===== config.mk =====
export PLATFORM = sky130hd
export DESIGN_NAME = gw_wake_top
export DESIGN_NICKNAME = d
export VERILOG_FILES = /design/src/verilog/gw_pkg.sv /design/src/verilog/gw_cap_if.sv /design/src/verilog/gw_wake_top.sv /design/src/verilog/gw_capture.sv
export SDC_FILE = /design/constraint.sdc
export NUM_CORES = 1
export LEC_CHECK = 0
export ABC_CLOCK_PERIOD_IN_PS = 3300
export BUFFER_PORTS_ARGS = -buffer_cell sky130_fd_sc_hd__buf_2
export CAP_MARGIN = 20
export CORE_ASPECT_RATIO = 0.9
export CORE_UTILIZATION = 57
export CTS_CLUSTER_DIAMETER = 100
export CTS_CLUSTER_SIZE = 16
export DETAILED_ROUTE_END_ITERATION = 7
export PLACE_DENSITY = 0.81
export SYNTH_ARGS = -nofsm -noshare
export SYNTH_HDL_FRONTEND = slang
export SYNTH_SLANG_ARGS = --single-unit
export TNS_END_PERCENT = 30

===== constraint.sdc =====
create_clock -name clk_i -period 3.3 [get_ports clk_i]
set_clock_uncertainty 0.15 [all_clocks]
set_input_delay 0.66 -clock clk_i [delete_from_list [all_inputs] [get_ports clk_i]]
set_output_delay 0.66 -clock clk_i [all_outputs]
set_load 0.05 [all_outputs]

===== src/verilog/gw_pkg.sv =====
package gw_pkg;

	// ************************************************************
	// register map: printed offsets are register indices
	// ************************************************************
	localparam logic [31:0] GPIO_IRQ_STATUS_LOW_IDX       = 32'h00b00108;
	localparam logic [31:0] GPIO_IRQ_STATUS_HIGH_IDX      = 32'h0b00010a;
	localparam logic [31:0] GPIO_IRQ_TRIGGER_TYPE_LOW_IDX  = 32'h0b000110;
	localparam logic [31:0] GPIO_IRQ_TRIGGER_TYPE_HIGH_IDX = 32'h0b000112;
	localparam logic [31:0] GPIO_IRQ_HOLD_SELECT_LOW_IDX   = 32'h0b000118;
	localparam logic [31:0] GPIO_IRQ_HOLD_SELECT_HIGH_IDX  = 32'h0b00011a;
	localparam logic [31:0] WAKEUP_CAUSE_STATUS_2_IDX      = 32'h0b0000a4;
	localparam logic [31:0] WAKEUP_ENABLE_EDGE_2_IDX       = 32'h0b0000a6;
	localparam logic [31:0] SUSPEND_WAKE_CAUSE_IDX         = 32'h0b0000a8;

	// ************************************************************
	// field layout
	// ************************************************************
	localparam int unsigned GPIO_COUNT      = 32;
	localparam int unsigned REG_WIDTH       = 16;
	localparam int unsigned WAKE_GPIO_LO    = 9;
	localparam int unsigned WAKE_COUNT      = 4;
	localparam int unsigned DETECT_LSB      = 12;
	localparam int unsigned ENABLE_LSB      = 12;
	localparam int unsigned EDGE_LSB        = 8;
	localparam int unsigned SUS_LEVEL_BIT   = 0;
	localparam int unsigned SUS_DCD_BIT     = 1;
	localparam int unsigned SUS_RTC_BIT     = 2;
	localparam logic [15:0] DETECT_MASK     = 16'hf000;
	localparam logic [15:0] ENABLE_EDGE_MASK = 16'hff00;
	localparam logic [15:0] SUS_CAUSE_MASK  = 16'h0007;

	// ************************************************************
	// reset values
	// ************************************************************
	localparam logic [15:0] WAKE_CAUSE_RESET  = 16'h0000;
	localparam logic [15:0] WAKE_CTRL_RESET   = 16'h0000;
	localparam logic [31:0] TRIG_TYPE_RESET   = 32'h00000000;
	localparam logic [31:0] HOLD_SEL_RESET    = 32'h00000000;
	localparam logic [2:0]  SUS_CAUSE_RESET   = 3'h0;

	// ************************************************************
	// power phase states
	// ************************************************************
	typedef enum logic [3:0] {
		ST_RUN       = 4'b0001,
		ST_HIBERNATE = 4'b0010,
		ST_SUSPEND   = 4'b0100,
		ST_WAKE      = 4'b1000
	} gw_phase_t;

endpackage


===== src/verilog/gw_cap_if.sv =====
`timescale 1ns/1ps
interface gw_cap_if;
	import gw_pkg::*;
	logic [GPIO_COUNT-1:0] pins;
	logic [GPIO_COUNT-1:0] trig_type;
	logic [GPIO_COUNT-1:0] hold_sel;
	logic [GPIO_COUNT-1:0] clear;
	logic                  suspend;
	logic [GPIO_COUNT-1:0] status;
	logic [GPIO_COUNT-1:0] level_active;

	modport cap (
		input  pins, trig_type, hold_sel, clear, suspend,
		output status, level_active
	);
	modport ctl (
		output pins, trig_type, hold_sel, clear, suspend,
		input  status, level_active
	);
endinterface


===== src/verilog/gw_wake_top.sv =====
`timescale 1ns/1ps
// Notes on behaviour
// - inputs 9 to 12 may wake the device from hibernate
// - all hibernate wake fields for inputs 9 to 12 reset to zero
// - detect flags at bits 15:12, write one clears, bits 11:0 read zero
// - enable bits at 15:12, one enables startup, bits 7:0 read zero
// - edge bits at 11:8, one selects falling edge, zero rising
// - hold type latches the cause until software clears it
// - through type follows the input, nothing latched
// - hold select bit at one makes that input hold type
// - trigger type zero means level, which can wake from suspend
// - edge inputs are not accepted in suspend and cannot wake it
// - carrier-detect change from serial unit wakes from suspend
// - long-period real-time-clock interrupt wakes from suspend
module gw_wake_top (
	input  wire logic                         clk_i,
	input  wire logic                         rst_i,
	// register bus
	input  wire logic [31:0]                  avs_address_i,
	input  wire logic                         avs_read_i,
	input  wire logic                         avs_write_i,
	input  wire logic [31:0]                  avs_writedata_i,
	input  wire logic [3:0]                   avs_byteenable_i,
	output logic      [31:0]                  avs_readdata_o,
	output logic                              avs_waitrequest_o,
	// pins and events
	input  wire logic [gw_pkg::GPIO_COUNT-1:0] gpio_i,
	input  wire logic                         serial_unit_dcd_change_i,
	input  wire logic                         long_period_rtc_interrupt_i,
	// power sequencer
	input  wire logic                         hibernate_i,
	input  wire logic                         suspend_i,
	input  wire logic                         wake_ack_i,
	output logic                              wake_request_o,
	output logic                              gpio_irq_o
);
	import gw_pkg::*;

	// ************************************************************
	// decode helpers
	// ************************************************************
	function automatic logic hit(input logic [31:0] addr, input logic [31:0] idx);
		logic [31:0] byte_addr;
		byte_addr = {idx[29:0], 2'b00};
		hit = (addr == byte_addr);
	endfunction

	function automatic logic [15:0] lane_mask(input logic [3:0] be);
		lane_mask = {{8{be[1]}}, {8{be[0]}}};
	endfunction

	// ************************************************************
	// state
	// ************************************************************
	logic [15:0]           wake_cause_q;
	logic [15:0]           wake_ctrl_q;
	logic [GPIO_COUNT-1:0] trig_type_q;
	logic [GPIO_COUNT-1:0] hold_sel_q;
	logic [2:0]            sus_cause_q;
	logic [WAKE_COUNT-1:0] wake_prev_q;
	logic                  ack_q;
	logic [31:0]           rdata_q;
	gw_phase_t             phase_q;
	gw_phase_t             phase_d;

	gw_cap_if cap_bus ();

	gw_capture u_capture (
		.clk_i (clk_i),
		.rst_i (rst_i),
		.cap   (cap_bus)
	);

	// ************************************************************
	// address decode, shared by the read and write paths
	// ************************************************************
	logic sel_stat_lo;
	logic sel_stat_hi;
	logic sel_type_lo;
	logic sel_type_hi;
	logic sel_hold_lo;
	logic sel_hold_hi;
	logic sel_cause;
	logic sel_ctrl;
	logic sel_sus;

	assign sel_stat_lo = hit(avs_address_i, GPIO_IRQ_STATUS_LOW_IDX);
	assign sel_stat_hi = hit(avs_address_i, GPIO_IRQ_STATUS_HIGH_IDX);
	assign sel_type_lo = hit(avs_address_i, GPIO_IRQ_TRIGGER_TYPE_LOW_IDX);
	assign sel_type_hi = hit(avs_address_i, GPIO_IRQ_TRIGGER_TYPE_HIGH_IDX);
	assign sel_hold_lo = hit(avs_address_i, GPIO_IRQ_HOLD_SELECT_LOW_IDX);
	assign sel_hold_hi = hit(avs_address_i, GPIO_IRQ_HOLD_SELECT_HIGH_IDX);
	assign sel_cause   = hit(avs_address_i, WAKEUP_CAUSE_STATUS_2_IDX);
	assign sel_ctrl    = hit(avs_address_i, WAKEUP_ENABLE_EDGE_2_IDX);
	assign sel_sus     = hit(avs_address_i, SUSPEND_WAKE_CAUSE_IDX);

	// ************************************************************
	// bus slave
	// ************************************************************
	logic        req;
	logic        wr_fire;
	logic [15:0] wmask;
	logic [15:0] wdata;
	logic [15:0] w1c;

	assign req     = avs_read_i | avs_write_i;
	// one wait state: data is looked up in the first cycle, handed over in the second
	assign avs_waitrequest_o = req & ~ack_q;
	assign wr_fire = avs_write_i & ack_q;
	assign wmask   = lane_mask(avs_byteenable_i);
	assign wdata   = avs_writedata_i[15:0];
	assign w1c     = wdata & wmask;

	always_ff @(posedge clk_i) begin
		if (rst_i) begin
			ack_q <= 1'b0;
		end else begin
			ack_q <= req & ~ack_q;
		end
	end

	always_ff @(posedge clk_i) begin
		if (rst_i) begin
			rdata_q <= '0;
		end else if (avs_read_i & ~ack_q) begin
			rdata_q <= '0;
			if (sel_stat_lo) begin
				rdata_q[15:0] <= cap_bus.status[15:0];
			end else if (sel_stat_hi) begin
				rdata_q[15:0] <= cap_bus.status[31:16];
			end else if (sel_type_lo) begin
				rdata_q[15:0] <= trig_type_q[15:0];
			end else if (sel_type_hi) begin
				rdata_q[15:0] <= trig_type_q[31:16];
			end else if (sel_hold_lo) begin
				rdata_q[15:0] <= hold_sel_q[15:0];
			end else if (sel_hold_hi) begin
				rdata_q[15:0] <= hold_sel_q[31:16];
			end else if (sel_cause) begin
				rdata_q[15:0] <= wake_cause_q & DETECT_MASK;
			end else if (sel_ctrl) begin
				rdata_q[15:0] <= wake_ctrl_q & ENABLE_EDGE_MASK;
			end else if (sel_sus) begin
				rdata_q[15:0] <= {13'h0000, sus_cause_q};
			end
		end
	end

	assign avs_readdata_o = rdata_q;

	// ************************************************************
	// trigger type and hold select
	// ************************************************************
	always_ff @(posedge clk_i) begin
		if (rst_i) begin
			trig_type_q <= TRIG_TYPE_RESET;
		end else if (wr_fire) begin
			if (sel_type_lo) begin
				trig_type_q[15:0] <= (trig_type_q[15:0] & ~wmask) | (wdata & wmask);
			end else if (sel_type_hi) begin
				trig_type_q[31:16] <= (trig_type_q[31:16] & ~wmask) | (wdata & wmask);
			end
		end
	end

	always_ff @(posedge clk_i) begin
		if (rst_i) begin
			hold_sel_q <= HOLD_SEL_RESET;
		end else if (wr_fire) begin
			if (sel_hold_lo) begin
				hold_sel_q[15:0] <= (hold_sel_q[15:0] & ~wmask) | (wdata & wmask);
			end else if (sel_hold_hi) begin
				hold_sel_q[31:16] <= (hold_sel_q[31:16] & ~wmask) | (wdata & wmask);
			end
		end
	end

	// ************************************************************
	// connection to the capture cells
	// ************************************************************
	logic [GPIO_COUNT-1:0] irq_clear;

	always_comb begin
		irq_clear = '0;
		if (wr_fire && sel_stat_lo) begin
			irq_clear[15:0] = w1c;
		end
		if (wr_fire && sel_stat_hi) begin
			irq_clear[31:16] = w1c;
		end
	end

	assign cap_bus.pins      = gpio_i;
	assign cap_bus.trig_type = trig_type_q;
	assign cap_bus.hold_sel  = hold_sel_q;
	assign cap_bus.clear     = irq_clear;
	assign cap_bus.suspend   = (phase_q == ST_SUSPEND);

	// registered so a through-type glitch on a pin reaches the line only if it is high at a clock edge
	logic irq_q;

	always_ff @(posedge clk_i) begin
		if (rst_i) begin
			irq_q <= 1'b0;
		end else begin
			irq_q <= |cap_bus.status;
		end
	end

	assign gpio_irq_o = irq_q;

	// ************************************************************
	// hibernate wake control and cause
	// ************************************************************
	always_ff @(posedge clk_i) begin
		if (rst_i) begin
			wake_ctrl_q <= WAKE_CTRL_RESET;
		end else if (wr_fire && sel_ctrl) begin
			// only enable and edge fields exist; the low byte stays zero
			wake_ctrl_q <= ((wake_ctrl_q & ~wmask) | (wdata & wmask)) & ENABLE_EDGE_MASK;
		end
	end

	logic [WAKE_COUNT-1:0] wake_pins;
	logic [WAKE_COUNT-1:0] wake_enable;
	logic [WAKE_COUNT-1:0] wake_falling;
	logic [WAKE_COUNT-1:0] wake_edge_seen;
	logic [WAKE_COUNT-1:0] wake_hit;
	logic                  in_hibernate;

	assign wake_pins    = gpio_i[WAKE_GPIO_LO +: WAKE_COUNT];
	assign wake_enable  = wake_ctrl_q[ENABLE_LSB +: WAKE_COUNT];
	assign wake_falling = wake_ctrl_q[EDGE_LSB +: WAKE_COUNT];
	assign in_hibernate = (phase_q == ST_HIBERNATE);

	always_ff @(posedge clk_i) begin
		if (rst_i) begin
			wake_prev_q <= '0;
		end else begin
			wake_prev_q <= wake_pins;
		end
	end

	genvar w;
	generate
		for (w = 0; w < WAKE_COUNT; w++) begin : g_wake
			assign wake_edge_seen[w] = wake_falling[w] ? (wake_prev_q[w] & ~wake_pins[w])
			                                           : (~wake_prev_q[w] & wake_pins[w]);
			assign wake_hit[w] = in_hibernate & wake_enable[w] & wake_edge_seen[w];
		end
	endgenerate

	always_ff @(posedge clk_i) begin
		if (rst_i) begin
			wake_cause_q <= WAKE_CAUSE_RESET;
		end else begin
			for (int i = 0; i < WAKE_COUNT; i++) begin
				if (wake_hit[i]) begin
					wake_cause_q[DETECT_LSB + i] <= 1'b1;
				end else if (wr_fire && sel_cause
				             && w1c[DETECT_LSB + i]) begin
					wake_cause_q[DETECT_LSB + i] <= 1'b0;
				end
			end
		end
	end

	// ************************************************************
	// suspend wake causes
	// ************************************************************
	logic [2:0] sus_hit;
	logic       in_suspend;

	assign in_suspend = (phase_q == ST_SUSPEND);
	// edge-type inputs are already kept out of level_active
	assign sus_hit[SUS_LEVEL_BIT] = in_suspend & (|cap_bus.level_active);
	assign sus_hit[SUS_DCD_BIT]   = in_suspend & serial_unit_dcd_change_i;
	assign sus_hit[SUS_RTC_BIT]   = in_suspend & long_period_rtc_interrupt_i;

	always_ff @(posedge clk_i) begin
		if (rst_i) begin
			sus_cause_q <= SUS_CAUSE_RESET;
		end else begin
			for (int i = 0; i < 3; i++) begin
				if (sus_hit[i]) begin
					sus_cause_q[i] <= 1'b1;
				end else if (wr_fire && sel_sus && w1c[i]) begin
					sus_cause_q[i] <= 1'b0;
				end
			end
		end
	end

	// ************************************************************
	// power phase tracking and wake request
	// ************************************************************
	always_comb begin
		phase_d = phase_q;
		unique case (phase_q)
			ST_RUN: begin
				if (hibernate_i) begin
					phase_d = ST_HIBERNATE;
				end else if (suspend_i) begin
					phase_d = ST_SUSPEND;
				end
			end
			ST_HIBERNATE: begin
				if (|wake_hit) begin
					phase_d = ST_WAKE;
				end else if (!hibernate_i) begin
					phase_d = ST_RUN;
				end
			end
			ST_SUSPEND: begin
				// the serial clock mask is software's duty before this point
				if (|sus_hit) begin
					phase_d = ST_WAKE;
				end else if (!suspend_i) begin
					phase_d = ST_RUN;
				end
			end
			ST_WAKE: begin
				if (wake_ack_i) begin
					phase_d = ST_RUN;
				end
			end
			default: phase_d = ST_RUN;
		endcase
	end

	always_ff @(posedge clk_i) begin
		if (rst_i) begin
			phase_q <= ST_RUN;
		end else begin
			phase_q <= phase_d;
		end
	end

	// request stands until the sequencer acknowledges
	assign wake_request_o = (phase_q == ST_WAKE);

endmodule


===== src/verilog/gw_capture.sv =====
`timescale 1ns/1ps
module gw_capture (
	input  wire logic clk_i,
	input  wire logic rst_i,
	gw_cap_if.cap     cap
);
	import gw_pkg::*;

	logic [GPIO_COUNT-1:0] pin_prev_q;
	logic [GPIO_COUNT-1:0] held_q;

	always_ff @(posedge clk_i) begin
		if (rst_i) begin
			pin_prev_q <= '0;
		end else begin
			pin_prev_q <= cap.pins;
		end
	end

	genvar g;
	generate
		for (g = 0; g < GPIO_COUNT; g++) begin : g_bit
			logic edge_evt;
			logic level_evt;
			logic evt;
			// edge inputs are sampled on a clock that is stopped in suspend
			assign edge_evt  = cap.pins[g] & ~pin_prev_q[g] & ~cap.suspend;
			assign level_evt = cap.pins[g];
			assign evt       = cap.trig_type[g] ? edge_evt : level_evt;

			// hold type: sticky until write-one-clear; a new event beats the clear
			always_ff @(posedge clk_i) begin
				if (rst_i) begin
					held_q[g] <= 1'b0;
				end else if (evt) begin
					held_q[g] <= 1'b1;
				end else if (cap.clear[g]) begin
					held_q[g] <= 1'b0;
				end
			end

			// through type follows the input and keeps nothing
			assign cap.status[g] = cap.hold_sel[g] ? held_q[g] : evt;
			assign cap.level_active[g] = ~cap.trig_type[g] & cap.status[g];
		end
	endgenerate

endmodule


# Yosys cells after proc, flatten, opt, wreduce, memory -nomap -nowiden

Cells that the tools add are included.

Input bits: 109
Word-level logic and storage cells: 499
Register bits after elaboration: 169
Output and inout bits: 35

Bitwise operators: 207
Equality and inequality tests: 17
Reduce and logical (&&, ||, !) cells: 60
Multiplexer cells: 165

Operators by type and width:

| cell                                                   | count |
|---|---|
| == test 32 x 30 -> 1 bit (second input constant)       | 8 |
| 2-to-1 mux 16 bit                                      | 10 |
| 2-to-1 mux 1 bit                                       | 146 |
| AND 1 bit                                              | 118 |
| AND 16 bit                                             | 6 |
| OR 16 bit                                              | 5 |
| nonzero test 2 bit                                     | 39 |
| inverter 1 bit                                         | 76 |
| OR reduction 32 bit                                    | 2 |
| == test 32 x 26 -> 1 bit (second input constant)       | 1 |
| 2-to-1 mux 4 bit                                       | 7 |
| inverter 16 bit                                        | 1 |
| case mux 4 bit (4 select lines)                        | 1 |
| logical AND 1 bit                                      | 12 |
| inequality test 3 x 2 -> 1 bit (second input constant) | 2 |
| AND reduction 3 bit                                    | 2 |
| == test 4 x 1 -> 1 bit (second input constant)         | 1 |
| == test 4 x 2 -> 1 bit (second input constant)         | 1 |
| == test 4 x 3 -> 1 bit (second input constant)         | 1 |
| == test 4 bit (second input constant)                  | 1 |
| AND reduction 2 bit                                    | 2 |
| AND reduction 4 bit                                    | 1 |
| OR reduction 4 bit                                     | 1 |
| 2-to-1 mux 3 bit                                       | 1 |
| other kinds (4)                                        | 4 |

# Longest topological paths before layout

Gate-level depths: netlist of run 1.

Depth after elaboration: 11
Gate-level depth with buffers: 9
Depth with buffers taken out: 6

# Modules after synthesis

From an unflattened synthesis of run 1, not the netlist that was laid out.

Cell total of the unflattened synthesis: 1153
Area, all modules: 9026.2 µm²

Modules (own cells, without submodules):

| module      | sequential area each (µm²) | area an instance (µm²) | cells each | instances |
|---|---|---|---|---|
| gw_wake_top | 2102.0                     | 5700.5                 | 755        | 1 |
| gw_capture  | 1281.2                     | 3325.7                 | 398        | 1 |

# Worst setup path after synthesis of run 1

No wires, ideal clock.

Path kind: register to register
Start point: reg phase_q[0]
End point: reg phase_q[0]
Required time: 3.022 ns
Setup time: 0.128 ns
Slack: 0.125 ns
Stages on the path, launching flop included: 7
Arrival time: 2.897 ns
Period minus slack after synthesis: 3.175 ns
Path buffers: 0
Cell sequence: dfxtp_1 -> nor4b_1 -> a32o_1 -> nand2b_1 -> o22ai_1 -> a211oi_1 -> o21ai_0

Elaborated cells between the ends (all ways): 155
Classes of those cells: 8 x eq/ne; 67 x mux; 76 x bitwise; 4 x reduce/logical

RTL lines:

| what                                   | RTL line           | source |
|---|---|---|
| start, declared                        | gw_wake_top.sv:63  | `gw_phase_t phase_q;` |
| start signal, assigned                 | gw_wake_top.sv:335 | `phase_q <= phase_d;` |
| == test 4 bit (*)                      | --                 |  |
| net wake_request_o                     | gw_wake_top.sv:34  | `output logic wake_request_o,` |
| inequality test 2 bit (no source line) | --                 |  |
| AND reduction 4 bit (no source line)   | --                 |  |

The timed path passes the listed nets; every way through them passes the cells marked *.
A chain may end at the register's enable or synchronous reset.

==> results of run 1 <==
-- power groups by stage --
stage	Sequential, W	Combinational [W]	Clock, W
after floorplan	0.00214	0.000288	0
after global placement	0.00213	0.000461	0
after detailed placement	0.00213	0.000469	0
after CTS	0.00209	0.000472	0.00215
after global routing	0.00210	0.000518	0.00224
final	0.00209	0.000484	0.00215
-- critical path: stages, from the launching register on --
cell      delay, ps
dfxtp_1         420
nor3b_1         160
or4_1           550
nor4_1          530
nand4_1         400
o31ai_1         310
a21boi_0        120
-- cell type report --
type / count / area, um2
fill: 1234 / 4654
tap: 198 / 247.7
sequential: 165 / 3303
multi-input combinational: 813 / 5004
inverter: 8 / 30.03
timing repair buffer: 143 / 840.8
clock buffer: 23 / 488.0
clock inverter: 8 / 146.4
-- cells in the mapped netlist (17+ instances only) --
| cell type | instances | area [um2] |
|---|---|---|
| dfxtp_1 | 165 | 3303 |
| a22oi_1 | 25 | 187.7 |
| o22ai_1 | 20 | 125.1 |
| buf_4 | 17 | 127.6 |
| nor2_1 | 66 | 247.7 |
| mux2i_1 | 69 | 690.7 |
| o21ai_0 | 81 | 405.4 |
| nand2_1 | 145 | 544.3 |
| clkbuf_1 | 40 | 150.1 |
| nand4_1 | 17 | 106.4 |
| nor2b_1 | 62 | 387.9 |
| a21oi_1 | 92 | 460.4 |
| nand3_1 | 23 | 115.1 |
-- cells by family (layout without fill, tap and decap cells) --
kind of cell / after synthesis / in the layout / synth area share, %
AOI/OAI and AO/OA: 299 / 299 / 21.37
buffers and inverters: 75 / 182 / 4.160
DFF: 165 / 165 / 38.40
muxes: 77 / 77 / 9.076
other: 1 / 16 / 0.04359
and+or+nand+nor: 421 / 421 / 26.95
-- layout by cell type (no fill, tap or decap), types with 20 or more instances in the layout --
| cell | synthesis | routed |
|---|---|---|
| nor2b_1 | 62 | 62 |
| nand3_1 | 23 | 23 |
| buf_4 | 17 | 32 |
| nand2_1 | 145 | 145 |
| a22oi_1 | 25 | 25 |
| o22ai_1 | 20 | 20 |
| mux2i_1 | 69 | 69 |
| dfxtp_1 | 165 | 165 |
| buf_2 | 10 | 108 |
| a21oi_1 | 92 | 92 |
| o21ai_0 | 81 | 81 |
| nor2_1 | 66 | 66 |
-- routing by layer --
layer  GRT usage, %  vias to the layer above  share of wire [%]
li1               -                     3992                  -
met5              0                        -                  0
met3          13.56                      119                 14
met1          49.42                     4144                 39
met2          55.79                      618                 43
met4          18.10                        0                4.3
-- metrics by stage --
stage | total power [W] | instances | util, % | cell area [um2]
final | 0.004728 | 1358 | 68.37 | 10060
after global routing | 0.004860 | 1358 | 68.37 | 10060
after CTS | 0.004715 | 1358 | 68.37 | 10060
after detailed placement | 0.002604 | 1327 | 64.06 | 9425
after global placement | 0.002594 | 1327 | 64.06 | 9425
after floorplan | 0.002426 | 1053 | - | 8658
-- final timing paths --
check	from	endpoint	slack, ps
worst max-delay path	register	phase_q[3]	510
worst min-delay path	avs_readdata_o[7]	avs_readdata_o[7]	300
worst max register to register	register	phase_q[3]	510
worst min register to register	avs_readdata_o[7]	avs_readdata_o[7]	300
==> impl_metrics.toml, run 1 <==
[layout]
drive_gt1_share_pct = 17.59
nets = 1257
syn_to_final_growth_pct = 16.94
diodes = 0

[sta]
timing.hold.ws_ps = 301.7
setup_viol = 0
maxSlewViolCount = 0
worstMarginPinSlew_ps = 790.7
rsz0062_at_grt = "false"
max_clock_freq_mhz = 358.9
period_share_pct = 84.43
setup_ws_ps = 513.9
fin_crit_ps = 2786
hold_violations = 0
setup-tns-final_ps = 0
relSlewSlack_pct = 47.28

[pwr]
internal-power_w = 0.003557
switching_share_pct = 24.78
clkPwrFrac_pct = 45.5
seqPwrFrac_pct = 44.3
leakage_nw = 4.095
vdd_drop_max_mv = 0.4889
p_switching_w = 0.001172
combPwrFrac_pct = 10.2
p_per_area_nw_per_um2 = 470.0

[clock_network]
ctsRootBufferMaster = "clkbuf_16"
h-tree-depth = 4
cts_setup_buffers = 0
clk_latency_ps = 440
cts_resized = 0
cts_tree = "built"
cts_hold_buf = 0
cts_buffers = 17
cts.sinks = 165
clkTransAtPathRegs_ps = 60
clockBufferDepth = 2

[min_path]
holdPathStages = 2
hold_path.class = "reg -> reg"

[logic_synthesis]
synth_cell_types = 70
netlist_instances = 1038
syn_area_um2 = 8602
ys_ff_latch = 165
yosysWarnings = 0
avgSynthCellArea_um2 = 8.287
synth_flop_cell = "dfxtp_1"
synth_edf_count = 0
async_reset_ff_share_pct = 0
ys_seq_area_share_pct = 38.40

[run_status]
status = "completed"

[placed_design]
dp_hpwl_mm = 21.05
place.port_buffers = 109
gp_congestion = 1.027
pre_cts_ws_ps = 98.82

[floorplan]
design.die.area_um2 = 15590
io_pins = 144
start_util_pct = 58.46
rows = 42
core-area_um2 = 14710
die_x_um = 131.5
chipHeight_um = 118.5

[worst_setup_path]
worst-r2r-cell-count = 6
crit_required_ps = 3450
worstSetupStartpointType = "register"
cp_max_fo = 6
path_class = "reg -> reg"
endpoint_kind = "register"
cp.arrival_ps = 2940

[grt]
grt_pass1_vias = 8224
grt_pass1_wl_mm = 45.42
overflow = 0
grt_start_max_net_pins = 101
grt_use_total_pct = 38.00
antenna_found_initial = 0

[drt]
wl_per_cell_um = 21.62
dr.pass1.iters = 7
vias = 8873
vias_per_cell = 6.534
ant_nets = 0
drcViolationCount = 0
wl_mm = 29.36
drtIter0Drc = 1168

[run]
max_cap_violations = 0
(Power assumes the default switching activity.)
==> run 2: changes to the inputs <==
Settings changed: ABC_CLOCK_PERIOD_IN_PS 3300 to 2800.
Clock period 3.3 ns to 2.8 ns, I/O delays scaled along.
==> impl_metrics.toml, run 2 (synthesis results as in run 1) <==
[run_status]
status = "completed"

[floorplan]
chipHeight_um = 118.5
rows = 42
io_pins = 144
die_x_um = 131.5
core-area_um2 = 14710
start_util_pct = 58.46
design.die.area_um2 = 15590

[layout]
nets = 1291
syn_to_final_growth_pct = 20.36
seq_area_um2 = 3303
fin_cells = 1393
fillCellCount = 1188
final_common_cell = "dfxtp_1"
final_cell_mix = "dfxtp_1 (165), nand2_1 (145), buf_2 (108)"
diodes = 0
multi_input_area_um2 = 5015
drive_gt1_share_pct = 20.08
final_area_um2 = 10350

[clock_network]
clk_latency_ps = 450
clockBufferDepth = 2
cts.sinks = 165
ctsRootBufferMaster = "clkbuf_16"
cts_setup_buffers = 0
cts_hold_buf = 0
cts_buffers = 17
cts_tree = "built"
clkTransAtPathRegs_ps = 70
h-tree-depth = 4

[drt]
dr.pass1.iters = 7
ant_nets = 0
drtIter0Drc = 1387
wl_mm = 30.54
drcViolationCount = 0
wl_per_cell_um = 21.93
vias_per_cell = 6.555
vias = 9131

[sta]
maxSlewViolCount = 0
period_share_pct = 94.66
relSlewSlack_pct = 49.54
fin_crit_ps = 2650
rsz0062_at_grt = "false"
worstMarginPinSlew_ps = 755.3
timing.hold.ws_ps = 220.7
hold_violations = 0
setup_viol = 0
setup_ws_ps = 149.6
max_clock_freq_mhz = 377.3

[grt]
grt_pass1_vias = 8548
grt_use_total_pct = 39.50
grt_start_max_net_pins = 94
antenna_found_initial = 0
grt_pass1_wl_mm = 47.17
overflow = 0

[placed_design]
place.port_buffers = 109
gp_congestion = 0.9860
dp_hpwl_mm = 21.93
post_dp_cell_area_um2 = 9674
pre_cts_ws_ps = -61.51
place_inst = 1361

[pwr]
p_per_area_nw_per_um2 = 555.2
vdd_drop_max_mv = 0.5880
leakage_nw = 4.262

[worst_setup_path]
path_delay_family = "compound AO/OA/AOI/OAI gates"
cp_cell_sequence = "nor4b_2 -> buf_6 -> o21ai_0 -> a22o_1 -> a221o_1 -> nor4_1 -> buf_4 -> a41oi_1"
cp.arrival_ps = 2780
worstSetupStartpointType = "register"
cp_max_fo = 23
crit_buf_inv = 2
slowest_stage = "nor4_1"
crit_required_ps = 2930
endpoint_kind = "register"
path_class = "reg -> reg"
max_stage_delay_ps = 380

[min_path]
hold_path.class = "in -> reg"

[run]
max_cap_violations = 0
run 2: per-layer routing:
metal / GRT usage, % / wire length, um / vias up
li1: - / - / 4068
met1: 51.73 / 12110 / 4251
met2: 58.66 / 12960 / 667
met3: 10.34 / 3844 / 145
met4: 22.75 / 1631 / 0
met5: 0 / 0 / -
run 2: layout make-up:
cell class / count / share of cell area (%)
Inverter: 8 / 0.2900
Clock buffer: 21 / 4.350
Timing Repair Buffer: 177 / 10.50
Clock inverter: 11 / 2.127
Tap cell: 198 / 2.393
Sequential cell: 165 / 31.90
Multi-Input combinational cell: 813 / 48.43
run 2: path summary, 6_finish.rpt:
check | start | endpoint | slack (ps) | cells after the start
min | gpio_i[31] | u_capture.pin_prev_q[31] | 220 | 2
max | phase_q[3] | gpio_irq_o | 150 | 8
max reg2reg | phase_q[3] | gpio_irq_o | 150 | 8
min reg2reg | avs_readdata_o[4] | avs_readdata_o[4] | 310 | 2
run 2: metrics by stage:
step                      power (W)  utilization (%)  TNS, ps
after floorplan            0.002860                -        0
after global placement     0.003065            65.75   -122.7
after detailed placement   0.003079            65.75   -888.3
after CTS                  0.005719            70.31        0
after global routing       0.005887            70.37        0
final                      0.005748            70.37        0
run 2: repair_timing:
action / in CTS / in global routing
endpoints found under the hold margin: 0 / 0
endpoints found under the setup margin: 0 / 1
resized for setup: 0 / 2
run 2: power breakdown:
part	leakage [nW]	switching (W)	internal, W
Clock	0.315	0.000991	0.00170
Combinational	2.60	0.000388	0.000195
Sequential	1.35	0.0000499	0.00242
==> run 3: changes to the inputs <==
Settings changed: ABC_CLOCK_PERIOD_IN_PS 2800 to 3300, CORE_UTILIZATION 57 to 61, PLACE_DENSITY 0.81 to 0.86.
Clock period 2.8 ns to 3.3 ns, I/O delays scaled along.
==> impl_metrics.toml, run 3 (synthesis results as in run 1) <==
[drt]
vias_per_cell = 6.749
drcViolationCount = 0
wl_mm = 30.17
wl_per_cell_um = 22.29
dr.pass1.iters = 6
ant_nets = 0
drtIter0Drc = 1602
vias = 9132

[grt]
grt_pass1_vias = 8319
grt_use_total_pct = 41.48
grt_pass1_wl_mm = 45.43
grt_start_max_net_pins = 107
overflow = 0
antenna_found_initial = 0

[worst_setup_path]
max_stage_delay_ps = 530
crit_required_ps = 3450
worstSetupStartpointType = "input port"
cp.arrival_ps = 3040
crit_top_cell = "nand2_1"
path_class = "in -> reg"
path_delay_family = "simple AND/OR/NAND/NOR gates"
cp_max_fo = 8
crit_buf_inv = 2
slowest_stage = "nand2_1"
cp_cell_sequence = "buf_2 -> nor4_2 -> nand2_1 -> buf_4 -> nor4_1 -> nand2_1 -> mux2i_1 -> nor2_1"
endpoint_kind = "register"

[sta]
rsz0062_at_grt = "false"
setup_ws_ps = 414.3
relSlewSlack_pct = 47.34
max_clock_freq_mhz = 346.5
worstMarginPinSlew_ps = 786.9
timing.hold.ws_ps = 314.6
period_share_pct = 87.45
fin_crit_ps = 2886
setup-tns-final_ps = 0
hold_violations = 0
maxSlewViolCount = 0
setup_viol = 0

[pwr]
vdd_drop_max_mv = 0.4655
leakage_nw = 4.090
p_per_area_nw_per_um2 = 458.3
p_total_w = 0.004585

[placed_design]
pre_cts_ws_ps = 56.20
gp_congestion = 1.061
dp_hpwl_mm = 21.35
place.port_buffers = 109
post_dp_cell_area_um2 = 9419

[run]
max_cap_violations = 0

[clock_network]
cts.sinks = 165
cts_hold_buf = 0
ctsRootBufferMaster = "clkbuf_16"
clk_latency_ps = 440
clockBufferDepth = 2
h-tree-depth = 4
cts_buffers = 17
cts_resized = 0
cts_tree = "built"
cts_setup_buffers = 0
clkTransAtPathRegs_ps = 60

[floorplan]
start_util_pct = 63.42
rows = 40
core-area_um2 = 13560
io_pins = 144
die_x_um = 127.2
chipHeight_um = 114.7
design.die.area_um2 = 14580

[layout]
diodes = 0
nets = 1261
final_common_cell = "dfxtp_1"
final_cell_mix = "dfxtp_1 (165), nand2_1 (145), buf_2 (108)"
final_area_um2 = 10000
drive_gt1_share_pct = 17.87
syn_to_final_growth_pct = 16.31

[min_path]
hold_path.class = "reg -> reg"

[run_status]
status = "completed"
run 3: per-stage QoR:
| step | cells | utilization, % |
|---|---|---|
| after global placement | 1322 | 69.45 |
| final | 1353 | 73.76 |
| after detailed placement | 1322 | 69.45 |
| after floorplan | 1053 | - |
| after global routing | 1353 | 73.76 |
| after CTS | 1353 | 73.76 |
run 3: metal layers:
| metal | vias to the layer above | share of wire [%] | GRT usage [%] |
|---|---|---|---|
| met5 | - | 0 | 0 |
| met4 | 0 | 5.0 | 21.43 |
| met3 | 141 | 14 | 9.486 |
| met2 | 764 | 42 | 62.78 |
| met1 | 4222 | 39 | 55.41 |
| li1 | 4005 | - | - |
run 3: layout make-up:
| type | instances | area [um2] |
|---|---|---|
| clock buffers | 23 | 488.0 |
| clock inverters | 8 | 97.59 |
| fillers | 1060 | 3558 |
| inverters | 8 | 30.03 |
| multi-input cells | 813 | 5004 |
| flip-flops and latches | 165 | 3303 |
| well taps | 189 | 236.5 |
| repair buffers | 147 | 845.8 |
run 3: power by group:
| part | internal (W) | leakage, nW | total, W | switching [W] |
|---|---|---|---|---|
| sequential | 0.00205 | 1.35 | 0.00210 | 0.0000406 |
| combinational | 0.000162 | 2.45 | 0.000493 | 0.000331 |
| clock | 0.00119 | 0.293 | 0.00200 | 0.000809 |
| total | 0.00340 | 4.09 | 0.00459 | 0.00118 |
run 3: tightest hold or removal path, stage by stage (launching register included):
cell	delay, ps
dfxtp_1	310
nand2_1	60
a21oi_1	50
run 3: path summary, 6_finish.rpt:
path,from,endpoint,slack (ps),cells past startpoint
max,avs_address_i[17],register,410,8
min,avs_readdata_o[7],avs_readdata_o[7],310,2
max reg2reg,phase_q[3],gpio_irq_o,460,7
min reg2reg,avs_readdata_o[7],avs_readdata_o[7],310,2
